===== src/logic/dtc_pkg.sv =====
// package: register map, field layout and types of the dual timer/counter
package dtc_pkg;

  // ****************************************************************
  // register byte offsets
  // ****************************************************************
  localparam logic [7:0] DTC_OFS_MODE = 8'h00;
  localparam logic [7:0] DTC_OFS_CTRL = 8'h04;
  localparam logic [7:0] DTC_OFS_CNT0 = 8'h08;
  localparam logic [7:0] DTC_OFS_CNT1 = 8'h0c;
  localparam logic [7:0] DTC_OFS_STS  = 8'h10;
  localparam logic [7:0] DTC_OFS_CLR  = 8'h14;
  localparam logic [7:0] DTC_OFS_IEN  = 8'h18;

  // ****************************************************************
  // field positions
  // ****************************************************************
  localparam int DTC_T0_FLD   = 0;
  localparam int DTC_T1_FLD   = 4;
  localparam int DTC_RUN0_BIT = 4;
  localparam int DTC_OVF0_BIT = 5;
  localparam int DTC_RUN1_BIT = 6;
  localparam int DTC_OVF1_BIT = 7;

  // ****************************************************************
  // reset values and count limits
  // ****************************************************************
  localparam logic [7:0]  DTC_MODE_RST  = 8'h00;
  localparam logic [1:0]  DTC_BIT2_RST  = 2'h0;
  localparam logic [15:0] DTC_CNT_RST   = 16'h0000;
  localparam logic [4:0]  DTC_PRESC_MAX = 5'h1f;
  localparam logic [7:0]  DTC_BYTE_MAX  = 8'hff;
  localparam logic [15:0] DTC_CNT_MAX   = 16'hffff;

  // ****************************************************************
  // types
  // ****************************************************************
  typedef enum logic [1:0] {
    DTC_M13,
    DTC_M16,
    DTC_RELOAD,
    DTC_SPLIT
  } dtc_mode_e;

  // one nibble of timer_mode_select: gate at bit 3, source at bit 2
  typedef struct packed {
    logic      gate;
    logic      csel;
    dtc_mode_e mode;
  } dtc_tmode_s;

  typedef struct packed {
    logic [7:0] hi;
    logic [7:0] lo;
  } dtc_cnt_s;

  typedef struct packed {
    logic       valid;
    logic [7:0] addr;
  } dtc_wph_s;

endpackage


===== src/logic/dtc_edge_sync.sv =====
// module: two-flop synchroniser and falling-edge detector per count pin
`timescale 1ns/1ps
`default_nettype none
module dtc_edge_sync #(
  parameter int W = 2
) (
  input  wire logic         sys_clk,
  input  wire logic         sys_rst,
  input  wire logic         clk_en,
  input  wire logic [W-1:0] pin_in,
  output var  logic [W-1:0] fall_out
);
  if (W < 1) begin : g_chk
    $error("dtc_edge_sync: W must be at least 1");
  end

  for (genvar i = 0; i < W; i++) begin : g_bit
    logic meta_r, sync_r, prev_r;
    logic meta_nxt, sync_nxt, prev_nxt;

    always_comb begin
      meta_nxt = pin_in[i];
      sync_nxt = meta_r;
      prev_nxt = sync_r;
    end

    always_ff @(posedge sys_clk) begin
      if (sys_rst) begin
        meta_r <= 1'b0;
        sync_r <= 1'b0;
        prev_r <= 1'b0;
      end else if (clk_en) begin
        meta_r <= meta_nxt;
        sync_r <= sync_nxt;
        prev_r <= prev_nxt;
      end
    end

    // edge seen only after both flops, never on the first one
    assign fall_out[i] = prev_r && !sync_r;
  end
endmodule
`default_nettype wire


===== src/logic/dtc_top.sv =====
// module: dual timer/counter with shared mode register, ahb-lite slave
`timescale 1ns/1ps
`default_nettype none
// ****************************************************************
// ****************************************************************
module dtc_top #(
  parameter int ADDR_W = 8
) (
  input  wire logic              sys_clk,
  input  wire logic              sys_rst,
  input  wire logic              clk_en,
  input  wire logic              hsel,
  input  wire logic [ADDR_W-1:0] haddr,
  input  wire logic [1:0]        htrans,
  input  wire logic              hwrite,
  input  wire logic [2:0]        hsize,
  input  wire logic [31:0]       hwdata,
  input  wire logic              hready,
  output logic      [31:0]       hrdata,
  output logic                   hreadyout,
  output logic                   hresp,
  input  wire logic [1:0]        external_qualify_pin,
  input  wire logic [1:0]        count_pin,
  input  wire logic [1:0]        vector_ack,
  output logic      [1:0]        overflow_flag,
  output logic                   irq
);
  import dtc_pkg::*;

  if (ADDR_W < 8 || ADDR_W > 32) begin : g_chk
    $error("dtc_top: ADDR_W must lie in 8..32");
  end

  // ****************************************************************
  // state
  // ****************************************************************
  logic [7:0]  mode_r,  mode_nxt;
  logic [1:0]  run_r,   run_nxt;
  logic [1:0]  tf_r,    tf_nxt;
  logic [1:0]  sts_r,   sts_nxt;
  logic [1:0]  ien_r,   ien_nxt;
  logic        irq_r,   irq_nxt;
  logic [31:0] rdata_r, rdata_nxt;
  logic        rdy_r;
  dtc_wph_s    wph_r,   wph_nxt;
  dtc_cnt_s    cnt0_r,  cnt0_nxt;
  dtc_cnt_s    cnt1_r,  cnt1_nxt;

  dtc_tmode_s  t0m, t1m;
  logic [1:0]  cnt_fall;
  logic [1:0]  ovf_evt;
  logic        t1_ov;
  logic        inc0, inc1, acc;
  logic        wr_mode, wr_ctrl, wr_cnt0, wr_cnt1, wr_clr, wr_ien;
  logic [7:0]  ctrl_view;

  assign t0m = dtc_tmode_s'(mode_r[DTC_T0_FLD +: 4]);
  assign t1m = dtc_tmode_s'(mode_r[DTC_T1_FLD +: 4]);

  dtc_edge_sync #(
    .W (2)
  ) u_sync (
    .sys_clk  (sys_clk),
    .sys_rst  (sys_rst),
    .clk_en   (clk_en),
    .pin_in   (count_pin),
    .fall_out (cnt_fall)
  );

  // ****************************************************************
  // count enables
  // ****************************************************************
  // internal source counts on every enabled clock; pin source on edges
  assign inc0 = run_r[0] && (!t0m.gate || external_qualify_pin[0])
                && (!t0m.csel || cnt_fall[0]);
  assign inc1 = run_r[1] && (!t1m.gate || external_qualify_pin[1])
                && (!t1m.csel || cnt_fall[1]);

  function automatic logic [16:0] dtc_step(input dtc_mode_e m,
                                           input dtc_cnt_s  c,
                                           input logic      inc);
    dtc_cnt_s n;
    logic     ov;
    n  = c;
    ov = 1'b0;
    if (inc) begin
      unique case (m)
        DTC_M13: begin
          // low five bits prescale, upper three bits of low byte stay
          if (c.lo[4:0] == DTC_PRESC_MAX) begin
            n.lo[4:0] = 5'h00;
            n.hi      = c.hi + 8'h01;
            ov        = (c.hi == DTC_BYTE_MAX);
          end else begin
            n.lo[4:0] = c.lo[4:0] + 5'h01;
          end
        end
        DTC_M16: begin
          n  = dtc_cnt_s'(16'(c + 16'h0001));
          ov = (c == DTC_CNT_MAX);
        end
        DTC_RELOAD: begin
          if (c.lo == DTC_BYTE_MAX) begin
            n.lo = c.hi;
            ov   = 1'b1;
          end else begin
            n.lo = c.lo + 8'h01;
          end
        end
        DTC_SPLIT: n = c;
      endcase
    end
    return {ov, n};
  endfunction

  // ****************************************************************
  // timer group
  // ****************************************************************
  always_comb begin
    cnt0_nxt = cnt0_r;
    cnt1_nxt = cnt1_r;
    ovf_evt  = 2'b00;
    t1_ov    = 1'b0;
    if (t0m.mode == DTC_SPLIT) begin
      if (inc0) begin
        cnt0_nxt.lo = cnt0_r.lo + 8'h01;
        ovf_evt[0]  = (cnt0_r.lo == DTC_BYTE_MAX);
      end
      // high byte borrows timer 1 run bit and its overflow flag
      if (run_r[1]) begin
        cnt0_nxt.hi = cnt0_r.hi + 8'h01;
        ovf_evt[1]  = (cnt0_r.hi == DTC_BYTE_MAX);
      end
    end else begin
      {ovf_evt[0], cnt0_nxt} = dtc_step(t0m.mode, cnt0_r, inc0);
    end
    if (t1m.mode != DTC_SPLIT) begin
      {t1_ov, cnt1_nxt} = dtc_step(t1m.mode, cnt1_r, inc1);
      if (t0m.mode != DTC_SPLIT) begin
        ovf_evt[1] = t1_ov;
      end
    end
    // a software write wins over the count of the same cycle
    if (wr_cnt0) begin
      cnt0_nxt = dtc_cnt_s'(hwdata[15:0]);
    end
    if (wr_cnt1) begin
      cnt1_nxt = dtc_cnt_s'(hwdata[15:0]);
    end
  end

  always_ff @(posedge sys_clk) begin
    if (sys_rst) begin
      cnt0_r <= DTC_CNT_RST;
      cnt1_r <= DTC_CNT_RST;
    end else if (clk_en) begin
      cnt0_r <= cnt0_nxt;
      cnt1_r <= cnt1_nxt;
    end
  end

  // ****************************************************************
  // bus and register group
  // ****************************************************************
  assign acc     = hsel && htrans[1] && hready;
  assign wr_mode = wph_r.valid && wph_r.addr == DTC_OFS_MODE;
  assign wr_ctrl = wph_r.valid && wph_r.addr == DTC_OFS_CTRL;
  assign wr_cnt0 = wph_r.valid && wph_r.addr == DTC_OFS_CNT0;
  assign wr_cnt1 = wph_r.valid && wph_r.addr == DTC_OFS_CNT1;
  assign wr_clr  = wph_r.valid && wph_r.addr == DTC_OFS_CLR;
  assign wr_ien  = wph_r.valid && wph_r.addr == DTC_OFS_IEN;

  always_comb begin
    ctrl_view               = 8'h00;
    ctrl_view[DTC_RUN0_BIT] = run_r[0];
    ctrl_view[DTC_OVF0_BIT] = tf_r[0];
    ctrl_view[DTC_RUN1_BIT] = run_r[1];
    ctrl_view[DTC_OVF1_BIT] = tf_r[1];
  end

  always_comb begin
    // writing the mode alone never touches the run bits
    mode_nxt = wr_mode ? hwdata[7:0] : mode_r;
    run_nxt  = run_r;
    if (wr_ctrl) begin
      run_nxt = {hwdata[DTC_RUN1_BIT], hwdata[DTC_RUN0_BIT]};
    end
    // set wins over the vectoring clear
    tf_nxt  = (tf_r & ~vector_ack) | ovf_evt;
    sts_nxt = (sts_r & ~(wr_clr ? hwdata[1:0] : 2'b00)) | ovf_evt;
    ien_nxt = wr_ien ? hwdata[1:0] : ien_r;
    irq_nxt = |(sts_r & ien_r);
    wph_nxt = '{valid: acc && hwrite, addr: haddr[7:0]};
    rdata_nxt = rdata_r;
    if (acc && !hwrite) begin
      case (haddr[7:0])
        DTC_OFS_MODE: rdata_nxt = {24'h000000, mode_r};
        DTC_OFS_CTRL: rdata_nxt = {24'h000000, ctrl_view};
        DTC_OFS_CNT0: rdata_nxt = {16'h0000, cnt0_r};
        DTC_OFS_CNT1: rdata_nxt = {16'h0000, cnt1_r};
        DTC_OFS_STS:  rdata_nxt = {30'h0, sts_r};
        DTC_OFS_IEN:  rdata_nxt = {30'h0, ien_r};
        default:      rdata_nxt = 32'h00000000;
      endcase
    end
  end

  always_ff @(posedge sys_clk) begin
    if (sys_rst) begin
      mode_r  <= DTC_MODE_RST;
      run_r   <= DTC_BIT2_RST;
      tf_r    <= DTC_BIT2_RST;
      sts_r   <= DTC_BIT2_RST;
      ien_r   <= DTC_BIT2_RST;
      irq_r   <= 1'b0;
      rdata_r <= 32'h00000000;
      rdy_r   <= 1'b0;
      wph_r   <= '0;
    end else if (clk_en) begin
      mode_r  <= mode_nxt;
      run_r   <= run_nxt;
      tf_r    <= tf_nxt;
      sts_r   <= sts_nxt;
      ien_r   <= ien_nxt;
      irq_r   <= irq_nxt;
      rdata_r <= rdata_nxt;
      rdy_r   <= 1'b1;
      wph_r   <= wph_nxt;
    end
  end

  // zero wait states: every transfer completes in its first data cycle
  assign hrdata        = rdata_r;
  assign hreadyout     = rdy_r;
  assign hresp         = 1'b0;
  assign overflow_flag = tf_r;
  assign irq           = irq_r;
endmodule
`default_nettype wire


===== config.mk =====
export PLATFORM = sky130hd
export DESIGN_NAME = dtc_top
export DESIGN_NICKNAME = d
export VERILOG_FILES = /design/src/logic/dtc_pkg.sv /design/src/logic/dtc_edge_sync.sv /design/src/logic/dtc_top.sv
export SDC_FILE = /design/constraint.sdc
export NUM_CORES = 1
export LEC_CHECK = 0
export BUFFER_PORTS_ARGS = -buffer_cell sky130_fd_sc_hd__buf_2
export CAP_MARGIN = 20
export CORE_UTILIZATION = 54
export DETAILED_ROUTE_END_ITERATION = 6
export GPL_ROUTABILITY_DRIVEN = 1
export PLACE_DENSITY = 0.88
export REMOVE_ABC_BUFFERS = 1
export SYNTH_ARGS = -nofsm -noshare
export SYNTH_HDL_FRONTEND = slang
export SYNTH_HIERARCHICAL = 1
export SYNTH_SLANG_ARGS = --single-unit
export TNS_END_PERCENT = 30

===== constraint.sdc =====
create_clock -name sys_clk -period 3 [get_ports sys_clk]
set_input_delay 0.15 -clock sys_clk [delete_from_list [all_inputs] [get_ports sys_clk]]
set_output_delay 0.15 -clock sys_clk [all_outputs]
set_load 0.01 [all_outputs]

==> flow_metrics.env <==
export IMPL_final_common_cell="dfxtp_1"
export IMPL_fin_crit_ns=2.64
export IMPL_root_buffer="clkbuf_8"
export IMPL_core_mm2=0.00920
export IMPL_maxCapViolations=0
export IMPL_antenna_cells=0
export IMPL_die_h_um=99.2
export IMPL_ioPinCount=94
export IMPL_synthesis_area_mm2=0.00511
export IMPL_crit_top_cell="ha_1"
export IMPL_insertion_delay_ns=0.37
export IMPL_synth_fa_ha_area_share_pct=3.43
export IMPL_postCtsHoldBufs=0
export IMPL_synth_warnings=6
export IMPL_worstPathRequired_ns=3.25
export IMPL_slowest_stage="a221oi_1"
export IMPL_post_cts_buffers=0
export IMPL_synth_top_family_by_area="simple AND/OR/NAND/NOR gates"
export IMPL_crit_type="flop to flop"
export IMPL_htree_levels=3
export IMPL_grtUsageTotal_pct=30.0
export IMPL_grt_setup_unrepaired="false"
export IMPL_layout_common_cells="dfxtp_1, nor2_1, buf_2"
export IMPL_worst_slew_pin_slew_ns=0.903
export IMPL_max_stage_delay_ns=0.69
export IMPL_clock_fmax_mhz=379
export IMPL_synth_seq_cells=81
export IMPL_gp_congestion=1.02
export IMPL_cp_num_buf_inv=1
export IMPL_synth_seq_area_share_pct=31.8
export IMPL_crit_chain="ha_1, nand3_1, inv_1, ha_1, nand2_1, a21oi_1, a221oi_1, nor2_1, a32o_1"
export IMPL_irDropWorstVdd_v=0.000296
export IMPL_status="complete, no violations"
export IMPL_dp_hpwl_um=10700
export IMPL_drt_total_wl_um=14600
export IMPL_portBuffers=56
export IMPL_grt_pass1_wl_um=23200
export IMPL_cts_sinks=81
export IMPL_synth_simple_area_share_pct=24.6
export IMPL_async_flop_share_pct=0
export IMPL_finClkSkew_ns=0.0186
export IMPL_power_leakage_nw=2.06
export IMPL_crit_fanout=7
export IMPL_yosys_area_share_xor_xnor_pct=1.54
export IMPL_grt_pass1_vias=4579
export IMPL_setup_violations_final=0
export IMPL_die_x_um=99.2
export IMPL_drt_initial_drc_count=446
export IMPL_clkTransAtPathRegs_ns=0.09
export IMPL_dr_pass1_iters=5
export IMPL_cp_top_family="compound AO/OA/AOI/OAI gates"
export IMPL_syn_instance_count=618
export IMPL_cp_data_arrival_time_ns=2.88
export IMPL_slew_violations=0
export IMPL_drive_above_1_share_pct=14.6
export IMPL_cts_tree="yes"
export IMPL_drc=0
export IMPL_powerDensity_mw_per_mm2=374
export IMPL_antenna_found_initial=0
export IMPL_wl_per_cell_um=18.8
export IMPL_post_route_period_util_pct=87.8
export IMPL_via_per_inst=6.48
export IMPL_yosys_mux_area_fraction_pct=8.23
export IMPL_setup_worst_path_start_class="flop"
export IMPL_via_count=5013
export IMPL_ant_nets=0
export IMPL_slew_headroom_pct=39.8
export IMPL_syn_to_final_growth_pct=8.94
export IMPL_hp_class="primary input to flop"
export IMPL_grt_max_degree=67
export IMPL_cts_path_max_buffers=2
export IMPL_holdWs_ns=0.0255
export IMPL_cp_end_kind="flop"
export IMPL_finalHoldViolCount=0
export IMPL_synth_avg_cell_area_um2=8.26
export IMPL_nets=729
export IMPL_start_util_pct=55.5
export IMPL_synth_edf_count=0
export IMPL_ys_flop_type="dfxtp_1"
export IMPL_grt_ovfl_total=0
export IMPL_numCtsBuffers=9
export IMPL_finalSetupTns_ns=0
export IMPL_ctsResizeCount=0
export IMPL_synth_distinct_cells=71
export IMPL_die_area_mm2=0.00985
export IMPL_synth_compound_area_share_pct=23.3
export IMPL_rows=35
## metrics by stage
stage | instance area [µm²] | total power, mW | cells | utilization [%] | setup slack, ns
floorplan | 4870 | 1.17 | 582 | - | 0.741
global placement | 5360 | 1.25 | 758 | 58.3 | 0.538
detailed placement | 5360 | 1.26 | 758 | 58.3 | 0.436
CTS | 5560 | 2.08 | 774 | 60.5 | 0.402
global route | 5560 | 2.14 | 774 | 60.5 | 0.151
finish | 5560 | 2.08 | 774 | 60.5 | 0.365
## final timing paths
| check | start | endpoint | slack, ns | depth (start not counted) |
|---|---|---|---|---|
| max | cnt0_r[0] | cnt0_r[11] | 0.36 | 9 |
| min | count_pin[1] | u_sync/g_bit[1].meta_r | 0.03 | 3 |
| max reg2reg | cnt0_r[0] | cnt0_r[11] | 0.36 | 9 |
| min reg2reg | hrdata[0] | hrdata[0] | 0.47 | 2 |
## power by group
group / internal, mW / switching (mW)
registers: 1.09 / 0.0112
logic: 0.0440 / 0.0922
clock network: 0.397 / 0.451
## per-layer routing
layer,part of all wire [%],track usage [%],routed length (µm),vias up
met1,42,38.6,6150,2348
met5,0,0,0,-
li1,-,-,-,2351
met2,46,48.7,6670,267
met4,3.5,13.3,508,0
met3,8.6,5.90,1260,47
## cell usage after synthesis (3+ instances only)
cell / n / area share [%]
dfxtp_1: 81 / 32
nor2_1: 62 / 4.6
nand2_1: 51 / 3.7
o21ai_0: 38 / 3.7
mux2i_1: 33 / 6.5
nand3_1: 29 / 2.8
clkbuf_1: 25 / 1.8
a21oi_1: 24 / 2.4
inv_1: 19 / 1.4
buf_4: 18 / 2.6
a22oi_1: 16 / 2.4
nand2b_1: 15 / 1.8
ha_1: 14 / 3.4
nand4_1: 13 / 1.6
nor4_1: 10 / 1.2
a2bb2oi_1: 8 / 1.4
and4_1: 8 / 1.4
o31ai_1: 8 / 1.2
a211oi_1: 7 / 1.0
a21o_1: 7 / 1.0
a32o_1: 7 / 1.4
nor3_1: 7 / 0.69
o211ai_1: 7 / 1.0
o32ai_1: 7 / 1.2
a31oi_1: 6 / 0.74
and3_1: 6 / 0.74
nor2b_1: 6 / 0.74
or3_1: 6 / 0.74
and2_1: 5 / 0.61
buf_2: 5 / 0.49
xnor2_1: 5 / 0.86
mux4_2: 4 / 1.8
xor2_1: 4 / 0.69
a221oi_1: 3 / 0.51
buf_6: 3 / 0.66
nor4b_1: 3 / 0.51
o2111ai_1: 3 / 0.51
or4b_1: 3 / 0.59
## flip-flops by register name, summed over array words and instances (netlist names), 2 cells and up
name                   flops
overflow_flag              2
u_sync/g_bit.prev_r        2
mode_r                     8
u_sync/g_bit.meta_r        2
u_sync/g_bit.prev_nxt      2
wph_r                      9
sts_r                      2
ien_r                      2
run_r                      2
hrdata                    16
cnt1_r                    16
cnt0_r                    16
## cells by family (layout without fill, tap and decap cells)
| logic type | Yosys count | count (layout) |
|---|---|---|
| AO/OA/AOI/OAI | 168 | 168 |
| multiplexers | 37 | 37 |
| other | 1 | 17 |
| flip-flops | 81 | 81 |
| XOR/XNOR | 9 | 9 |
| buffers and inverters | 71 | 100 |
| AND/OR/NAND/NOR | 237 | 237 |
| adder cells (fa/ha/maj) | 14 | 14 |
## cell type report
class / count / area [µm²]
inverter: 19 / 71.3
clock buffer: 10 / 128
timing repair buffer: 65 / 348
fill: 833 / 3630
clock inverter: 6 / 73.8
multi-input combinational: 482 / 3180
tap: 111 / 139
sequential: 81 / 1620
## worst register-to-register path, delay by kind of cell (launching register included)
kind | cells | cell delay, ns
adders and majority gates | 2 | 0.48
buffers and inverters | 1 | 0.15
and+or+nand+nor | 3 | 0.47
AOI/OAI and AO/OA | 3 | 1.04
DFF | 1 | 0.38
No activity file was read; power rests on OpenSTA's default activity.
